===== config.mk =====
export PLATFORM = sky130hd
export DESIGN_NAME = bfu_unit
export DESIGN_NICKNAME = d
export VERILOG_FILES = /design/src/logic/bfu_pkg.sv /design/src/logic/bfu_unit.sv
export SDC_FILE = /design/constraint.sdc
export NUM_CORES = 2
export LEC_CHECK = 0
export BUFFER_PORTS_ARGS = -buffer_cell sky130_fd_sc_hd__buf_2
export CELL_PAD_IN_SITES_DETAIL_PLACEMENT = 1
export CELL_PAD_IN_SITES_GLOBAL_PLACEMENT = 2
export CORE_UTILIZATION = 34
export DETAILED_ROUTE_END_ITERATION = 6
export MAX_ROUTING_LAYER = met4
export PLACE_DENSITY_LB_ADDON = 0.25
export SLEW_MARGIN = 40
export SYNTH_ARGS = -nofsm -noshare
export SYNTH_HDL_FRONTEND = slang
export SYNTH_SLANG_ARGS = --single-unit

===== constraint.sdc =====
create_clock -name i_clk -period 9.85 [get_ports i_clk]
set_clock_uncertainty 0.05 [all_clocks]
set_input_delay 0.985 -clock i_clk [delete_from_list [all_inputs] [get_ports i_clk]]
set_output_delay 0.985 -clock i_clk [all_outputs]
set_load 0.1 [all_outputs]

===== src/logic/bfu_pkg.sv =====
// Shared constants and types of the variable bit field unit.
package bfu_pkg;

  // Operation select presented by the decode logic with each start pulse.
  typedef enum logic [2:0] {
    compare_signed_field,
    compare_unsigned_field,
    extract_signed_field,
    extract_unsigned_field,
    find_first_one,
    find_first_zero,
    insert_bit_field
  } bfu_op_t;

  typedef enum logic [1:0] {
    BFU_IDLE,
    BFU_FETCH,
    BFU_EXEC
  } bfu_state_t;

  // Field limits.
  localparam logic [7:0] BFU_MAX_SIZE    = 8'h20;
  localparam logic [31:0] BFU_MAX_REGPOS = 32'h0000_001f;
  localparam int          BFU_BYTE_BITS  = 8;
  localparam int          BFU_MEM_BYTES  = 5;

  // Condition code bit positions in the {N,Z,V,C} vector.
  localparam int BFU_CC_N = 3;
  localparam int BFU_CC_Z = 2;
  localparam int BFU_CC_V = 1;
  localparam int BFU_CC_C = 0;

  // Register port offsets and reset values.
  localparam logic [3:0] BFU_REG_CTRL   = 4'h0;
  localparam logic [3:0] BFU_REG_STATUS = 4'h4;
  localparam logic [3:0] BFU_REG_COUNT  = 4'h8;
  localparam logic       BFU_CTRL_RST   = 1'b1;
  localparam int         BFU_CTRL_EN    = 0;
  localparam int         BFU_STAT_FAULT = 4;

endpackage : bfu_pkg


===== src/logic/bfu_unit.sv =====
// Variable bit field execution datapath with its operand handshake.
//
// Functional notes
// - Size above 32 raises a reserved operand fault; 0 to 32 are accepted.
// - Register base with nonzero size faults when position exceeds 31.
// - Register field sits in Rn, spilling into Rn+1 when pos+size > 32.
// - Memory field byte is base plus signed pos[31:3]; bit offset pos[2:0].
// - Memory access spans 1+((size-1)+pos[2:0])/8 bytes; none for size 0.
// - Compare uses sign or zero extended field; zero size counts as 0.
// - Compare sets N signed-less, Z equal, V clear, C unsigned-less only.
// - Extract writes extended field, 0 for size 0; N,Z result, V 0, C kept.
// - Faulting extract leaves destination unwritten.
// - Find scans upward from bit 0; hit writes position and clears Z.
// - No hit writes top+1, size 0 writes start; Z set; N,V,C cleared.
// - Faulting find leaves the result position unwritten.
// - Insert replaces field with low size source bits; size 0 changes nothing.
// - Faulting insert leaves the target field unmodified.
//
// The plain strobed port and the register addresses are this design's own decisions.
`timescale 1ns/1ps

module bfu_unit
  import bfu_pkg::*;
(
  input  wire logic        i_clk,
  input  wire logic        i_nrst,
  // Operand port from decode and operand fetch.
  input  wire logic        i_start,
  input  wire bfu_op_t     i_op,
  input  wire logic [31:0] i_pos,
  input  wire logic [7:0]  i_size,
  input  wire logic        i_reg_mode,
  input  wire logic [31:0] i_base,
  input  wire logic [31:0] i_src,
  input  wire logic [31:0] i_rn,
  input  wire logic [31:0] i_rn1,
  input  wire logic [3:0]  i_cc,
  // Memory operand handshake.
  input  wire logic        i_mem_valid,
  input  wire logic [39:0] i_mem_rdata,
  // Register port.
  input  wire logic [3:0]  i_reg_addr,
  input  wire logic [31:0] i_reg_wdata,
  input  wire logic        i_reg_wr,
  input  wire logic        i_reg_rd,
  output logic      [31:0] o_reg_rdata,
  // Results.
  output logic             o_busy,
  output logic             o_done,
  output logic             o_fault,
  output logic             o_cc_we,
  output logic      [3:0]  o_cc,
  output logic             o_dst_we,
  output logic      [31:0] o_dst,
  output logic             o_mem_rd,
  output logic             o_mem_we,
  output logic      [31:0] o_mem_addr,
  output logic      [2:0]  o_mem_bytes,
  output logic      [39:0] o_mem_wdata,
  output logic             o_rn_we,
  output logic      [31:0] o_rn_wdata,
  output logic             o_rn1_we,
  output logic      [31:0] o_rn1_wdata
);

  typedef struct packed {
    bfu_state_t  state;
    logic        busy;
    bfu_op_t     op;
    logic [31:0] pos;
    logic [7:0]  size;
    logic        reg_mode;
    logic [31:0] src;
    logic [31:0] rn;
    logic [31:0] rn1;
    logic [39:0] mem;
    logic [3:0]  cc_in;
    logic        ctrl_en;
    logic        last_fault;
    logic [3:0]  last_cc;
    logic [31:0] count;
    logic [31:0] rdata;
    logic        done;
    logic        fault;
    logic        cc_we;
    logic [3:0]  cc;
    logic        dst_we;
    logic [31:0] dst;
    logic        mem_rd;
    logic        mem_we;
    logic [31:0] mem_addr;
    logic [2:0]  mem_bytes;
    logic [39:0] mem_wdata;
    logic        rn_we;
    logic [31:0] rn_wdata;
    logic        rn1_we;
    logic [31:0] rn1_wdata;
  } bfu_regs_t;

  bfu_regs_t q;
  bfu_regs_t d;

  // Register-port address decode, used for both strobes.
  function automatic logic hit(input logic [3:0] a, input logic [3:0] off);
    hit = (a == off);
  endfunction

  always_comb begin
    logic        bad;
    logic [63:0] win;
    logic [5:0]  sh;
    logic [31:0] raw;
    logic [31:0] mask;
    logic [31:0] field;
    logic [31:0] ext;
    logic        neg;
    logic [63:0] wmask;
    logic [63:0] nwin;
    logic        want;
    logic        found;
    logic [4:0]  idx;
    logic [8:0]  span;
    logic [7:0]  nbytes;
    d        = q;
    bad      = 1'b0;
    win      = 64'h0000_0000_0000_0000;
    sh       = 6'h00;
    raw      = 32'h0000_0000;
    mask     = 32'h0000_0000;
    field    = 32'h0000_0000;
    ext      = 32'h0000_0000;
    neg      = 1'b0;
    wmask    = 64'h0000_0000_0000_0000;
    nwin     = 64'h0000_0000_0000_0000;
    want     = 1'b0;
    found    = 1'b0;
    idx      = 5'h00;
    span     = 9'h000;
    nbytes   = 8'h00;
    d.done   = 1'b0;
    d.fault  = 1'b0;
    d.cc_we  = 1'b0;
    d.dst_we = 1'b0;
    d.mem_rd = 1'b0;
    d.mem_we = 1'b0;
    d.rn_we  = 1'b0;
    d.rn1_we = 1'b0;
    d.rdata  = 32'h0000_0000;

    // Register port: read data appear one cycle after the strobe only.
    // Clearing the enable only blocks new starts; an operation in flight ends.
    if (i_reg_wr && hit(i_reg_addr, BFU_REG_CTRL)) begin
      d.ctrl_en = i_reg_wdata[BFU_CTRL_EN];
    end
    if (i_reg_rd) begin
      if (hit(i_reg_addr, BFU_REG_CTRL)) begin
        d.rdata = {31'h0000_0000, q.ctrl_en};
      end else if (hit(i_reg_addr, BFU_REG_STATUS)) begin
        d.rdata[BFU_STAT_FAULT] = q.last_fault;
        d.rdata[3:0]            = q.last_cc;
      end else if (hit(i_reg_addr, BFU_REG_COUNT)) begin
        d.rdata = q.count;
      end
    end

    // Field geometry from the latched operands.
    if (q.reg_mode) begin
      win = {q.rn1, q.rn};
      sh  = {1'b0, q.pos[4:0]};
    end else begin
      // Memory window: up to five bytes, low byte at the field's address.
      win = {24'h00_0000, q.mem};
      sh  = {3'b000, q.pos[2:0]};
    end
    raw = 32'(win >> sh);
    if (q.size == BFU_MAX_SIZE) begin
      mask = 32'hffff_ffff;
    end else begin
      mask = (32'h0000_0001 << q.size[4:0]) - 32'h0000_0001;
    end
    field = raw & mask;
    if (q.size != 8'h00) begin
      neg = field[5'(q.size - 8'h01)];
    end
    ext = field;
    if (neg && (q.op == compare_signed_field ||
                q.op == extract_signed_field)) begin
      ext = field | ~mask;
    end
    wmask = {32'h0000_0000, mask} << sh;
    nwin  = (win & ~wmask) |
            ({32'h0000_0000, q.src & mask} << sh);

    // Find-zero looks for raw bits equal to 0, find-one for bits equal to 1.
    want  = (q.op == find_first_one);
    // Descending loop so the lowest matching bit is the one kept.
    for (int i = 31; i >= 0; i--) begin
      if (i < int'(q.size) && raw[i] == want) begin
        found = 1'b1;
        idx   = 5'(i);
      end
    end
    span   = {4'h0, q.pos[4:0]} + {1'b0, q.size};
    // Write-back length comes from the latched operands; the fetch length came from the raw ones.
    nbytes = ((q.size - 8'h01 + {5'h00, q.pos[2:0]}) >> 3) + 8'h01;

    case (q.state)
      BFU_IDLE: begin
        if (i_start && q.ctrl_en) begin
          d.op       = i_op;
          d.pos      = i_pos;
          d.size     = i_size;
          d.reg_mode = i_reg_mode;
          d.src      = i_src;
          d.rn       = i_rn;
          d.rn1      = i_rn1;
          d.cc_in    = i_cc;
          d.mem      = 40'h00_0000_0000;
          // Range checks use the raw operands, before anything is fetched.
          bad = (i_size > BFU_MAX_SIZE);
          if (i_reg_mode && i_size != 8'h00 &&
              i_pos > BFU_MAX_REGPOS) begin
            bad = 1'b1;
          end
          // Address and byte count are latched in register mode too, unused.
          d.mem_addr  = i_base + {{3{i_pos[31]}}, i_pos[31:3]};
          d.mem_bytes = 3'(((i_size - 8'h01 +
                             {5'h00, i_pos[2:0]}) >> 3) + 8'h01);
          if (bad) begin
            // Refused here, before any fetch or write can happen.
            d.done       = 1'b1;
            d.fault      = 1'b1;
            d.last_fault = 1'b1;
          end else if (i_reg_mode || i_size == 8'h00) begin
            d.state = BFU_EXEC;
          end else begin
            d.mem_rd = 1'b1;
            d.state  = BFU_FETCH;
          end
        end
      end
      BFU_FETCH: begin
        // No time limit: a partner that never answers leaves the unit busy.
        if (i_mem_valid) begin
          d.mem   = i_mem_rdata;
          d.state = BFU_EXEC;
        end
      end
      BFU_EXEC: begin
        d.state      = BFU_IDLE;
        d.done       = 1'b1;
        d.last_fault = 1'b0;
        d.count      = q.count + 32'h0000_0001;
        // Codes start from the caller's copy so untouched bits pass through.
        d.cc         = q.cc_in;
        case (q.op)
          compare_signed_field, compare_unsigned_field: begin
            d.cc_we           = 1'b1;
            d.cc[BFU_CC_N]    = $signed(ext) < $signed(q.src);
            d.cc[BFU_CC_Z]    = (ext == q.src);
            d.cc[BFU_CC_V]    = 1'b0;
            d.cc[BFU_CC_C]    = (ext < q.src);
          end
          extract_signed_field, extract_unsigned_field: begin
            d.dst_we          = 1'b1;
            d.dst             = ext;
            d.cc_we           = 1'b1;
            d.cc[BFU_CC_N]    = ext[31];
            d.cc[BFU_CC_Z]    = (ext == 32'h0000_0000);
            d.cc[BFU_CC_V]    = 1'b0;
          end
          find_first_one, find_first_zero: begin
            d.dst_we          = 1'b1;
            if (found) begin
              d.dst = q.pos + {27'h000_0000, idx};
            end else begin
              d.dst = q.pos + {24'h00_0000, q.size};
            end
            d.cc_we           = 1'b1;
            d.cc[BFU_CC_N]    = 1'b0;
            d.cc[BFU_CC_Z]    = ~found;
            d.cc[BFU_CC_V]    = 1'b0;
            d.cc[BFU_CC_C]    = 1'b0;
          end
          insert_bit_field: begin
            if (q.size != 8'h00) begin
              if (q.reg_mode) begin
                d.rn_we      = 1'b1;
                d.rn_wdata   = nwin[31:0];
                // Rn+1 is written only when the field spills past bit 31.
                d.rn1_we     = (span > {1'b0, BFU_MAX_SIZE});
                d.rn1_wdata  = nwin[63:32];
              end else begin
                d.mem_we     = 1'b1;
                d.mem_wdata  = nwin[39:0];
                d.mem_bytes  = 3'(nbytes);
              end
            end
          end
          default: begin
            // Unused op code: report a fault and write no result; count still advances, last_fault clears.
            d.fault = 1'b1;
          end
        endcase
        if (d.cc_we) begin
          d.last_cc = d.cc;
        end
      end
      default: begin
        d.state = BFU_IDLE;
      end
    endcase
    // Busy is registered so the port comes straight from a flip-flop.
    d.busy = (d.state != BFU_IDLE);
  end

  always_ff @(posedge i_clk) begin
    if (!i_nrst) begin
      q         <= '0;
      q.ctrl_en <= BFU_CTRL_RST;
    end else begin
      q <= d;
    end
  end

  assign o_reg_rdata = q.rdata;
  assign o_busy      = q.busy;
  assign o_done      = q.done;
  assign o_fault     = q.fault;
  assign o_cc_we     = q.cc_we;
  assign o_cc        = q.cc;
  assign o_dst_we    = q.dst_we;
  assign o_dst       = q.dst;
  assign o_mem_rd    = q.mem_rd;
  assign o_mem_we    = q.mem_we;
  assign o_mem_addr  = q.mem_addr;
  assign o_mem_bytes = q.mem_bytes;
  assign o_mem_wdata = q.mem_wdata;
  assign o_rn_we     = q.rn_we;
  assign o_rn_wdata  = q.rn_wdata;
  assign o_rn1_we    = q.rn1_we;
  assign o_rn1_wdata = q.rn1_wdata;

endmodule // bfu_unit


==> metrics.txt <==
status=completed; Finished Core Util=a little under two fifths; die area=approximately 0.10 mm²; Synth Instances=between 4000 and 5000; Slew @ Worst Pin=between 0.9 and 1 ns; PwrDens=between 150 and 200 mW/mm²; final setup fails=0; # resized after CTS=0; Design Area, Final=between 0.03 and 0.04 mm²; slowest CP cell=dfxtp_4; critical path arrival=between 9 and 10 ns; P&R area growth vs syn=11.5%; delay of the slowest critical-path stage=a little under 0.8 ns; worst min path class=reg -> reg; buffer depth of the longest clock path=3; Worst Path Required=approximately 10 ns; top post-synthesis cells by area=dfxtp_1, nand2_1, mux4_2, a21oi_1, mux2i_1; Post-synth EDFFs=0; clock slew at reported path FFs=about 0.060 ns; layout cells sized above 1=between 20% and 30%; FFs w/ async S/R, synth=0%; unrepaired setup endpoints after global routing=false; top-area cell type share of the netlist area=approximately a quarter; syn_nets=4822; cts hold-fix bufs=0; Peak VDD IR=roughly 140 µV; Die Span Y=320 µm; CTS Sinks=440; # IOs=474; cell mode on critical path=o21ai_0; WHS=0.385 ns; Unique masters post-synth=between 90 and 100; Core Area=between 0.1 and 0.15 mm²; initial drt markers=about 3800; ys flop type=dfxtp_1; Hold Vio Cnt, Final=0; post-DR vias/cell=between 5 and 6; Seq/Total Area, Yosys=roughly 26%; post-placement cell area=0.0364 mm²; flops & latches, synth=440; Slew headroom=between 30% and 40%; Clock Latency Late Sink=0.69 ns; Critical Path End Type=flop; Worst Setup Start Kind=flop; Via Count=~36000; I/O Buffers=442; antenna-violating nets left=0; fmax=approximately 120 MHz; drt total wl=approximately 180000 µm; Clock Tree Root=clkbuf_16; DRC Markers=0; Setup TNS=0 ns; Yosys warnings=0; Post-CTS Setup Repair Bufs=0; number of global-route vias before repair=~34000; final worst path period need=between 8 and 9 ns; WL/cell=roughly 30 µm; die width=roughly 320 µm; Avg Cell Area, Syn=about 7.7 µm²; Cells after DPL=5846; Initial Util=about 34%; pre-CTS setup slack=1.45 ns; Pins Over Slew Limit=0; grt ovf=0; Overall Power=approximately 6.1 mW; CTS buffer count=52; fin worst setup slack=between 1 and 1.5 ns; post-layout instance count excluding filler cells=5951; num rows=between 100 and 150; mapped cell area=0.0345 mm²; HPWL after detailed placement=between 100000 and 150000 µm; Max H-tree Level=2; CTS tree=done; leading area contributor after synthesis=dfxtp_1; WS Path Type=reg -> reg; largest net degree at the start of global routing=~140; antenna violations before repair=10; iteration count of the initial detailed-routing pass=5; Max-cap violations=0; gr usage total=34.6%; nets@finish=approximately 4900; crit share post-route=between 80% and 90%; Max Fanout on Critical Path=between 40 and 50; first-pass GRT wire length=about 250000 µm; gpl congestion=1.03; leak pwr=between 15 and 20 nW
==> worst max-delay path, delay by kind of cell (launching register included) <==
kind,cells,cell delay [ns]
adders and majority gates,2,0.66
xor gates and xnor gates,2,0.42
AOI/OAI and AO/OA,16,4.01
DFF,1,0.77
buffers and inverters,2,0.58
and+or+nand+nor,8,1.93
==> cell families after synthesis <==
kind of cell             synth area share (%)
AO/OA/AOI/OAI                            22.3
multiplexers                             14.9
flip-flops                               25.6
AND/OR/NAND/NOR                          20.6
XOR/XNOR                                 2.77
adder cells (fa/ha/maj)                  3.66
buffers and inverters                    10.2
==> Yosys cell counts (70+ instances only) <==
master	instances
nand3_1	148
nand2_1	697
mux2i_1	187
nor2_1	341
nor3_1	77
buf_4	218
mux4_2	107
a21oi_1	462
o21ai_0	204
clkbuf_1	230
dfxtp_1	440
mux2_2	70
ha_1	96
a211oi_1	79
inv_1	114
==> state kept, by name (all words and copies together), names as in the netlist <==
name / flops
o_busy: 1
o_cc: 4
o_cc_we: 1
o_done: 1
o_dst: 32
o_dst_we: 1
o_fault: 1
o_mem_addr: 32
o_mem_bytes: 3
o_mem_rd: 1
o_mem_wdata: 40
o_mem_we: 1
o_reg_rdata: 32
o_rn1_wdata: 32
o_rn1_we: 1
o_rn_wdata: 32
o_rn_we: 1
q: 224
==> placed cells by master (no fill, tap or decap), drive strengths merged, types with 16 or more instances in the layout <==
cell / synthesis / routed
nand2: 698 / 698
buf: 313 / 568
a21oi: 464 / 464
dfxtp: 440 / 440
nor2: 342 / 342
o21ai: 218 / 218
mux2i: 187 / 187
nand3: 148 / 148
inv: 115 / 121
mux4: 107 / 107
ha: 96 / 96
a211oi: 81 / 81
nor3: 77 / 77
mux2: 75 / 75
and2: 64 / 64
clkbuf: 230 / 63
xnor2: 60 / 60
xor2: 49 / 49
a21o: 48 / 48
o211ai: 45 / 45
a31oi: 43 / 43
o22ai: 37 / 37
nand4: 36 / 36
and3: 35 / 35
nor2b: 33 / 33
nand2b: 30 / 30
o21a: 26 / 26
nor4: 25 / 25
or3: 24 / 24
a22oi: 23 / 23
o221ai: 22 / 22
a211o: 20 / 20
a32oi: 18 / 18
or2: 16 / 16
==> final timing paths <==
path	startpoint	endpoint	slack (ns)	cells after the start
worst max register to register	q[393]$_SDFFE_PN0P_	o_dst[28]$_SDFFE_PN0P_	1.26	30
worst min register to register	q[248]$_SDFFE_PN0P_	q[248]$_SDFFE_PN0P_	0.38	2
worst max-delay path	q[393]$_SDFFE_PN0P_	o_dst[28]$_SDFFE_PN0P_	1.26	30
worst min-delay path	q[248]$_SDFFE_PN0P_	q[248]$_SDFFE_PN0P_	0.38	2
==> per-layer routing <==
metal	part of all wire [%]	global-route usage, %	vias up
met5	0	-	-
met4	5.4	16.2	0
met3	8.5	6.57	372
met2	43	50.5	1719
met1	43	46.0	17600
li1	-	-	16000
==> cell type report <==
cell class              instances  area [µm²]
fillers                     12300       61900
multi-input cells            3364       22300
flip-flops and latches        440        8830
repair buffers                568        3210
well taps                    1357        1700
clock buffers                  63        1400
clock inverters                33         532
inverters                     118         457
diodes                          8        20.0
==> power breakdown <==
group / switching [mW] / internal (mW)
Sequential: 0.125 / 1.83
Clock: 0.884 / 1.34
Combinational: 1.30 / 0.603
Total: 2.31 / 3.78
(Power assumes the default switching activity.)
